File: config.mk
export PLATFORM = sky130hd
export DESIGN_NAME = rnpc_top
export DESIGN_NICKNAME = d
export VERILOG_FILES = /design/src/rnpc_pkg.sv /design/src/rnpc_top.sv /design/src/rnpc_sync.sv
export SDC_FILE = /design/constraint.sdc
export NUM_CORES = 1
export LEC_CHECK = 0
export ABC_AREA = 1
export BUFFER_PORTS_ARGS = -buffer_cell sky130_fd_sc_hd__buf_4
export CAP_MARGIN = 10
export CORE_MARGIN = 10
export CORE_UTILIZATION = 50
export CTS_BUF_LIST = sky130_fd_sc_hd__clkbuf_8
export DETAILED_ROUTE_END_ITERATION = 10
export GPL_TIMING_DRIVEN = 0
export PLACE_DENSITY = 0.87
export SLEW_MARGIN = 10
export SYNTH_ARGS = -nofsm -noshare
export SYNTH_HDL_FRONTEND = slang
export SYNTH_HIERARCHICAL = 1
export SYNTH_SLANG_ARGS = --single-unit
File: constraint.sdc
create_clock -name mclk -period 1.6 [get_ports mclk]
set_clock_uncertainty 0.05 [all_clocks]
set_input_delay 0.32 -clock mclk [delete_from_list [all_inputs] [get_ports mclk]]
set_output_delay 0.32 -clock mclk [all_outputs]
set_load 0.02 [all_outputs]
File: src/rnpc_pkg.sv
/*
  rnpc_pkg: constants and carrier types for the reset/nmi pin control block.
  Assumes: included before the design modules; 32-bit Avalon-MM data.
*/
package rnpc_pkg;

  // ************************************************************
  // register map (byte addresses, one aligned word each)
  // ************************************************************
  localparam logic [3:0] RNPC_CTRL_OFS   = 4'h0;
  localparam logic [3:0] RNPC_STATUS_OFS = 4'h4;

  // ************************************************************
  // field positions in the control register
  // ************************************************************
  localparam int RNPC_FUNC_SEL_BIT  = 0;
  localparam int RNPC_EDGE_SEL_BIT  = 1;
  localparam int RNPC_INT_EN_BIT    = 2;
  localparam int RNPC_PULL_DIR_BIT  = 3;
  localparam int RNPC_PULL_EN_BIT   = 4;

  // ************************************************************
  // field positions in the status register
  // ************************************************************
  localparam int RNPC_FLAG_BIT      = 0;
  localparam int RNPC_PIN_BIT       = 1;

  // ************************************************************
  // reset values and counts
  // ************************************************************
  localparam logic [4:0] RNPC_CTRL_RST   = 5'h18;
  localparam int         RNPC_QUAL_CYC   = 4;
  localparam int         RNPC_RST_PULSE  = 16;

  typedef struct packed {
    logic pull_resistor_enable;
    logic pull_direction_select;
    logic ext_interrupt_enable;
    logic interrupt_edge_select;
    logic interrupt_function_select;
  } rnpc_ctrl_t;

  typedef struct packed {
    logic pull_en;
    logic pull_up;
  } rnpc_pull_t;

endpackage

File: src/rnpc_top.sv
/*
  rnpc_top: control of the dual-purpose reset / nmi pin, with Avalon-MM
  register access, pull resistor control, edge nmi and pulse reset output.
  Assumes: pin_in already buffered from the pad; brownout_class_reset is
  consumed by the device reset controller; one clock, mclk at 125 MHz.
*/
// Design decisions made here: the Avalon-MM slave port and the placing of the registers.
`timescale 1ns/1ns
`default_nettype none
module rnpc_top #(
  parameter int QUAL_CYC  = rnpc_pkg::RNPC_QUAL_CYC,
  parameter int RST_PULSE = rnpc_pkg::RNPC_RST_PULSE
) (
  input  wire logic                 mclk,
  input  wire logic                 rst_b,
  input  wire logic                 ce,
  input  wire logic [3:0]           avs_address,
  input  wire logic                 avs_read,
  input  wire logic                 avs_write,
  input  wire logic [31:0]          avs_writedata,
  input  wire logic [3:0]           avs_byteenable,
  output var  logic [31:0]          avs_readdata,
  output var  logic                 avs_waitrequest,
  input  wire logic                 pin_in,
  output var  rnpc_pkg::rnpc_pull_t pin_pull,
  output var  logic                 brownout_class_reset,
  output var  logic                 nmi_request
);
  import rnpc_pkg::*;

  // ************************************************************
  // elaboration checks
  // ************************************************************
  if (QUAL_CYC < 1 || QUAL_CYC > 255) begin : g_bad_qual
    $error("QUAL_CYC out of range");
  end
  if (RST_PULSE < 1 || RST_PULSE > 255) begin : g_bad_pulse
    $error("RST_PULSE out of range");
  end

  // ************************************************************
  // state
  // ************************************************************
  rnpc_ctrl_t ctrl_reg;
  logic       flag_reg;
  logic       pin_s;
  logic       pin_d_reg;
  logic [7:0] low_cnt_reg;
  logic [7:0] pulse_cnt_reg;
  logic       rst_armed_reg;
  logic       ack_reg;
  logic       edge_hit;
  logic       wr_ctrl;
  logic       wr_stat;
  logic       req;

  rnpc_sync u_sync (
    .mclk  (mclk),
    .rst_b (rst_b),
    .ce    (ce),
    .din   (pin_in),
    .dout  (pin_s)
  );

  // ************************************************************
  // bus slave: one wait cycle, answer on the second edge
  // ************************************************************
  assign req     = avs_read | avs_write;
  assign wr_ctrl = avs_write && ack_reg && avs_byteenable[0]
                   && avs_address == RNPC_CTRL_OFS;
  assign wr_stat = avs_write && ack_reg && avs_byteenable[0]
                   && avs_address == RNPC_STATUS_OFS;

  // ack_reg high for one cycle per request; waitrequest is its inverse
  always_ff @(posedge mclk or negedge rst_b) begin
    if (!rst_b) begin
      ack_reg         <= 1'b0;
      avs_waitrequest <= 1'b1;
    end else if (ce) begin
      ack_reg         <= req && !ack_reg;
      avs_waitrequest <= !(req && !ack_reg);
    end
  end

  always_ff @(posedge mclk or negedge rst_b) begin
    if (!rst_b) begin
      avs_readdata <= 32'h0;
    end else if (ce) begin
      if (avs_read && !ack_reg) begin
        if (avs_address == RNPC_CTRL_OFS) begin
          avs_readdata <= {27'h0, ctrl_reg};
        end else if (avs_address == RNPC_STATUS_OFS) begin
          avs_readdata <= {30'h0, pin_s, flag_reg};
        end else begin
          avs_readdata <= 32'h0;
        end
      end
    end
  end

  // ************************************************************
  // control register
  // ************************************************************
  always_ff @(posedge mclk or negedge rst_b) begin
    if (!rst_b) begin
      ctrl_reg <= rnpc_ctrl_t'(RNPC_CTRL_RST);
    end else if (ce && wr_ctrl) begin
      ctrl_reg <= rnpc_ctrl_t'(avs_writedata[4:0]);
    end
  end

  // ************************************************************
  // pull resistor drive
  // ************************************************************
  always_ff @(posedge mclk or negedge rst_b) begin
    if (!rst_b) begin
      pin_pull <= '{pull_en: 1'b1, pull_up: 1'b1};
    end else if (ce) begin
      pin_pull.pull_en <= ctrl_reg.pull_resistor_enable;
      pin_pull.pull_up <= ctrl_reg.pull_direction_select;
    end
  end

  // ************************************************************
  // edge nmi
  // ************************************************************
  always_ff @(posedge mclk or negedge rst_b) begin
    if (!rst_b) begin
      pin_d_reg <= 1'b1;
    end else if (ce) begin
      pin_d_reg <= pin_s;
    end
  end

  // edge select 0 = rising, 1 = falling
  assign edge_hit = ctrl_reg.interrupt_function_select &&
                    (ctrl_reg.interrupt_edge_select
                       ? (pin_d_reg && !pin_s)
                       : (!pin_d_reg && pin_s));

  // set wins over a simultaneous software clear
  always_ff @(posedge mclk or negedge rst_b) begin
    if (!rst_b) begin
      flag_reg <= 1'b0;
    end else if (ce) begin
      if (edge_hit) begin
        flag_reg <= 1'b1;
      end else if (wr_stat && avs_writedata[RNPC_FLAG_BIT]) begin
        flag_reg <= 1'b0;
      end
    end
  end

  always_ff @(posedge mclk or negedge rst_b) begin
    if (!rst_b) begin
      nmi_request <= 1'b0;
    end else if (ce) begin
      nmi_request <= flag_reg && ctrl_reg.ext_interrupt_enable;
    end
  end

  // ************************************************************
  // reset function: low width qualification, then a pulse
  // ************************************************************
  // armed only after pin_s has been seen high, but pin_s resets high, so a pin held low
  // through rst_b still arms and gives a reset pulse after every rst_b
  always_ff @(posedge mclk or negedge rst_b) begin
    if (!rst_b) begin
      low_cnt_reg   <= 8'h0;
      rst_armed_reg <= 1'b0;
    end else if (ce) begin
      if (ctrl_reg.interrupt_function_select || pin_s) begin
        low_cnt_reg   <= 8'h0;
        rst_armed_reg <= pin_s;
      end else if (rst_armed_reg && low_cnt_reg != 8'(QUAL_CYC)) begin
        low_cnt_reg <= low_cnt_reg + 8'h1;
      end
    end
  end

  always_ff @(posedge mclk or negedge rst_b) begin
    if (!rst_b) begin
      pulse_cnt_reg        <= 8'h0;
      brownout_class_reset <= 1'b0;
    end else if (ce) begin
      if (low_cnt_reg == 8'(QUAL_CYC - 1) && !pin_s && rst_armed_reg
          && !ctrl_reg.interrupt_function_select) begin
        pulse_cnt_reg        <= 8'(RST_PULSE);
        brownout_class_reset <= 1'b1;
      end else if (pulse_cnt_reg != 8'h0) begin
        pulse_cnt_reg        <= pulse_cnt_reg - 8'h1;
        brownout_class_reset <= (pulse_cnt_reg != 8'h1);
      end else begin
        brownout_class_reset <= 1'b0;
      end
    end
  end
endmodule
`default_nettype wire

File: src/rnpc_sync.sv
/*
  rnpc_sync: two-stage synchroniser for the pin level.
  Assumes: a single clock domain; ce freezes both stages.
*/
`timescale 1ns/1ns
`default_nettype none
module rnpc_sync (
  input  wire logic mclk,
  input  wire logic rst_b,
  input  wire logic ce,
  input  wire logic din,
  output var  logic dout
);
  logic meta_reg;

  // reset to high: the pin idles high under its default pull-up
  always_ff @(posedge mclk or negedge rst_b) begin
    if (!rst_b) begin
      meta_reg <= 1'b1;
      dout     <= 1'b1;
    end else if (ce) begin
      meta_reg <= din;
      dout     <= meta_reg;
    end
  end
endmodule
`default_nettype wire

==> results of run 1 <==
[routing by layer]
metal  part of all wire  vias to the layer above  track usage
li1                   -                      996            -
met1               0.38                      895       0.1392
met2               0.52                       52       0.2507
met3              0.082                        6      0.05150
met4              0.011                        0      0.03768
met5                  0                        -            0
[where the power goes]
| part | internal [mW] | switching (mW) | leakage [nW] |
|---|---|---|---|
| clock network | 0.466 | 0.357 | 0.0543 |
| registers | 1.14 | 0.176 | 0.461 |
| logic | 0.449 | 0.689 | 0.961 |
[cells by family (layout without fill, tap and decap cells)]
family          after synthesis  after routing  synth area share
fa+ha+maj                     5              5           0.02746
xor+xnor                      5              5           0.01922
compound gates               23             23           0.06975
flops                        37             37            0.4108
other cells                   1             27          0.001646
simple gates                159            159            0.3147
buf+inv                      63             98            0.1565
[metrics by stage]
step,std cells,utilization,hold WS [ps],power [mW]
floorplan,319,-,-25.59,2.144
global placement,396,0.5996,255.6,2.351
detailed placement,396,0.5996,253.9,2.415
CTS,405,0.6281,167.5,3.258
global route,406,0.6324,181.2,3.509
finish,406,0.6324,176.8,3.276
[worst max-delay path: stages (launching register included)]
cell,delay [ps]
dfrtp_1,410
inv_2,120
ha_1,230
nand2_1,70
nor2_1,180
nand3_1,120
nand2_1,80
inv_1,50
nor2_1,90
[final timing paths]
kind,start,cells after the start,end
min in group asynchronous,rst_b,2,ack_reg
hold / removal,pin_in,3,u_sync/meta_reg
hold reg to reg,ctrl_reg[4],2,ctrl_reg[4]
max in group asynchronous,rst_b,2,pin_d_reg
setup / recovery,pulse_cnt_reg[0],8,pulse_cnt_reg[6]
setup reg to reg,pulse_cnt_reg[0],8,pulse_cnt_reg[6]
[cell type report]
class | count | area share
timing repair buffer | 27 | 0.07401
inverter | 33 | 0.04558
multi-input combinational | 219 | 0.3935
clock inverter | 3 | 0.01670
tap | 52 | 0.02347
buffer | 30 | 0.08393
clock buffer | 5 | 0.02482
sequential | 37 | 0.3380
[what timing repair did]
item / in CTS / in global routing
pin swaps: 0 / 1
hold buffers: 1 / 0
endpoints found under the hold margin: 29 / 0
resized for setup: 1 / 6
endpoints found under the setup margin: 1 / 16
setup buffers: 0 / 1
[cell usage in the layout (no fill, tap or decap), types with 5 or more instances in the layout]
master and n:
conb_1 27, o21ai_0 10, inv_1 28, dfrtp_1 28, nor2_1 27, nand3_1 34, dfstp_2 8, buf_4 54
xor2_1 5, clkbuf_8 5, nand2_1 78
==> impl_results.md, run 1 <==
* Worst setup path class: flop to flop
* Total inserted antenna cells at 0
* Layout cell share with drive strength beyond 1 at 0.2655
* Max_cap viols at 0
* VDD IR max at 1107 µV
* Synth Warn # at 6
* Detail Placement HPWL at 3.705 mm
* Synth top area share at 0.3185
* Synth area leader: dfrtp_1
* Die width at 87.51 µm
* DP Area at 2629 µm²
* FFs w/ async S/R, synth at 1.000
* Core Area at 4384 µm²
* Yosys reg bits at 37
* First-pass GRT wire length at 8.604 mm
* Fillers at approximately 360
* Footprint of the multi-input gates at 1091 µm²
* DR vias at 1,949
* Final hold vios at 0
* Post-Place Setup Slack at -8.476 ps
* Area Overhead vs Synth at 21.69%
* First-pass DRT Iterations at 4
* Finish-stage setup viols at 0
* Cell Area, Synth at approximately 2300 µm²
* Wire per inst at about 12 µm
* Synth top area cells: dfrtp_1, nand2_1, buf_4, dfstp_2, nand3_1
* Clk sinks at 37
* Outcome: finished, final reports clean
* GR Util All Layers at 0.1360
* CTS root buffer: clkbuf_8
* Grt ovf at 0
* Initial Utilization at 0.5197
* Clock slew at reported path FFs at 70 ps
* FP Rows at 24
* Initial antenna violation count at 0
* Unique masters post-synth at 33
* Cell count after synthesis at 293
* Type of the most critical hold path: input port to flop
* Critical path fanouts, max at 6
* Critical Path RT at approximately 1800 ps
* Cell Pwr Density at 1181 nW/µm²
* Worst setup SP type: flop
* Tcrit/Tclk final at 0.9163
* Num CTS Buffers at 5
* Unrepaired setup endpoints after global routing: false
* Boundary Pins at 83
* Most frequent cell after synthesis: nand2_1
* Achievable Freq at 682.1 MHz
* # H-tree levels at 2
* Worst setup margin at about 130 ps
* Post-Route WL at between 4 and 5 mm
* Die height at 87.51 µm
* Setup Total Neg Slack at 0 ps
* Post-synthesis average cell area at 7.776 µm²
* CTS Buffer Depth at 2
* Leakage power at 1.477 nW
* CTS tree: yes
* Crit. End Element: flop
* I/O Buffers at 25
* Fin. max-slew vios at 0
* Nets at 404
* Design area at 2773 µm²
* Data arrival, critical path at 1640 ps
* Sequential standard cell area at 937.1 µm²
* R2r setup slk at 130 ps
* Via/cell ratio at 4.800
* Routability Congestion at 0.8843
* Clk Latency, worst-skew pair at 300 ps
* Vias in the first global route at 1,965
* Initial DRC count at 103
* Post-route ant nets at 0
* Register area share after synthesis at 0.4108
* List of most frequent post-synthesis cells: nand2_1, nand3_1, inv_1
* Remaining DRCs at 0
* Final Critical Period at roughly 1500 ps
* Largest net degree at the start of global routing at 38
* Main synth FF type: dfrtp_1
* EDFF count, synth at 0
* Die area at between 7000 and 8000 µm²
Power figures use the tool's default switching activity.
==> run 2, diff against run 1 <==
Settings changed: REMOVE_ABC_BUFFERS set to 1.
==> run 2 against run 1 <==
Compared with the run above: register-to-register slack worse by 30 ps; combinational power down 12%; utilization down 5.9 points; total power down 9.9%; non-clock buffer count down 30; clock-buffer cell count unchanged; flip-flop and latch count unchanged; sequential power about the same; wire length down 5.6%; die area unchanged; sequential share of layout area up 3.4 points; fmax down 1.9%; critical path type unchanged; highest routed layer unchanged.
==> impl_results.md, run 2 (synthesis results as in run 1) <==
* Outcome: finished, final reports clean (unchanged)
* Cell Pwr Density at 1173 nW/µm² (was 1181 nW/µm²)
* CTS root buffer: clkbuf_8 (unchanged)
* Comb power frac at 0.339 (was 0.347)
* Num CTS Buffers at 5 (unchanged)
* Routability Congestion at 0.8213 (was 0.8843)
* Post-Route WL at 4.694 mm (was 4.974 mm)
* Grt ovf at 0 (unchanged)
* Total inserted antenna cells at 0 (unchanged)
* Part of the power in registers at 0.451 (was 0.401)
* Fillers at 402 (was 361)
* Switching pwr at 1.145 mW (was 1.222 mW)
* CTS tree: yes (unchanged)
* Finish-stage setup viols at 0 (unchanged)
* Initial DRC count at 108 (was 103)
* Via/cell ratio at 4.976 (was 4.800)
* Final Critical Period at 1495 ps (was 1466 ps)
* Data arrival, critical path at 1630 ps (was 1640 ps)
* Layout cell share with drive strength beyond 1 at 0.1969 (was 0.2655)
* Worst setup path class: flop to flop (unchanged)
* DP Area at 2396 µm² (was 2629 µm²)
* Max_cap viols at 0 (unchanged)
* Commonest non-fill, non-tap cell in the layout: nand2_1 (unchanged)
* Remaining DRCs at 0 (unchanged)
* Critical Path RT at 1730 ps (was 1780 ps)
* Post-Place Setup Slack at -18.93 ps (was -8.476 ps)
* Worst setup SP type: flop (unchanged)
* First-pass GRT wire length at 8.052 mm (was 8.604 mm)
* Type of the most critical hold path: input port to flop (unchanged)
* Area Overhead vs Synth at 10.43% (was 21.69%)
* Clk sinks at 37 (unchanged)
* VDD IR max at 864.5 µV (was 1107 µV)
* Most frequent cells in the layout: nand2_1, nand3_1, inv_1 (was nand2_1, buf_4, nand3_1)
* Leakage power at 1.313 nW (was 1.477 nW)
* Switching share of power at 0.3879 (was 0.3729)
* Crit. End Element: flop (unchanged)
* Core Area at 4384 µm² (unchanged)
* Design area at 2516 µm² (was 2773 µm²)
* Vias in the first global route at 1,810 (was 1,965)
* Clk Latency, worst-skew pair at 290 ps (was 300 ps)
* GR Util All Layers at 0.1300 (was 0.1360)
* First-pass DRT Iterations at 5 (was 4)
* Die width at 87.51 µm (unchanged)
* Detail Placement HPWL at 3.526 mm (was 3.705 mm)
* Fin. max-slew vios at 0 (unchanged)
* # H-tree levels at 2 (unchanged)
* FP Rows at 24 (unchanged)
* Die height at 87.51 µm (unchanged)
* Boundary Pins at 83 (unchanged)
* Post-route ant nets at 0 (unchanged)
* Largest net degree at the start of global routing at 38 (unchanged)
* DR vias at 1,876 (was 1,949)
* Initial Utilization at 0.5197 (unchanged)
* Clock share of power at 0.209 (was 0.251)
* Initial antenna violation count at 0 (unchanged)
* Final hold vios at 0 (unchanged)
* Die area at 7657 µm² (unchanged)
* Tcrit/Tclk final at 0.9343 (was 0.9163)
* Clock slew at reported path FFs at 70 ps (about the same)
* Wire per inst at 12.45 µm (was 12.25 µm)
* Critical path fanouts, max at 6 (unchanged)
* Achievable Freq at 668.9 MHz (was 682.1 MHz)
* I/O Buffers at 25 (unchanged)
* Pint at 1.807 mW (was 2.054 mW)
* CTS Buffer Depth at 2 (unchanged)
* Worst setup margin at 105.1 ps (was 134.0 ps)
* Nets at 375 (was 404)
[run 2: final timing paths]
path / startpoint / depth (start not counted) / slack [ps] / endpoint
worst max-delay path: low_cnt_reg[0] / 7 / 110 / low_cnt_reg[2]
worst min-delay path: pin_in / 3 / 180 / u_sync/meta_reg
worst max register to register: low_cnt_reg[0] / 7 / 110 / low_cnt_reg[2]
worst min register to register: u_sync/meta_reg / 2 / 410 / u_sync/dout
max in group asynchronous: rst_b / 2 / 660 / pin_pull[0]
min in group asynchronous: rst_b / 2 / 490 / avs_readdata[0]
[run 2: timing repair]
item / 4_1_cts / 5_1_grt
pin swaps: 0 / 1
buffers inserted: 0 / 1
setup endpoints to repair: 6 / 14
cloned: 0 / 1
gates resized for setup: 1 / 5
hold buffers: 1 / 0
endpoints found under the hold margin: 29 / 0
[run 2: stage by stage]
step | power [mW] | TNS, ps | hold WS, ps | util | std cells
global route | 3.198 | -22.14 | 206.8 | 0.5739 | 377
floorplan | 2.055 | 0 | -25.59 | - | 289
detailed placement | 2.311 | -28.12 | 257.6 | 0.5465 | 366
global placement | 2.264 | 0 | 257.2 | 0.5465 | 366
finish | 2.953 | 0 | 183.3 | 0.5739 | 377
CTS | 2.939 | 0 | 178.0 | 0.5688 | 375
[run 2: power groups by stage]
stage | Clock [mW] | Sequential, mW | Combinational, mW
3_5_place_dp | 0 | 1.34 | 0.971
2_1_floorplan | 0 | 1.32 | 0.736
5_1_grt | 0.680 | 1.36 | 1.16
4_1_cts | 0.632 | 1.32 | 0.983
3_3_place_gp | 0 | 1.33 | 0.936
6_report | 0.618 | 1.33 | 1.00
[run 2: metal layers]
| layer | vias up | part of all wire | track usage |
|---|---|---|---|
| li1 | 940 | - | - |
| met1 | 887 | 0.41 | 0.1446 |
| met2 | 38 | 0.52 | 0.2222 |
| met3 | 11 | 0.056 | 0.04026 |
| met4 | 0 | 0.020 | 0.05797 |
| met5 | - | 0 | 0 |
[run 2: critical path, cell delays in order (launching register included)]
cell,delay [ps]
dfrtp_2,440
inv_2,100
ha_1,150
nand3_1,120
o21bai_4,240
nand2_2,140
nand3_1,100
nand2_1,50
[run 2: layout make-up]
cell class	count	area [µm²]	share of cell area
clock inverter	3	13.76	0.005470
multi-input combinational	220	1102	0.4381
sequential	37	937.1	0.3725
inverter	33	123.9	0.04923
clock buffer	5	68.82	0.02735
timing repair buffer	27	205.2	0.08155
tap	52	65.06	0.02586
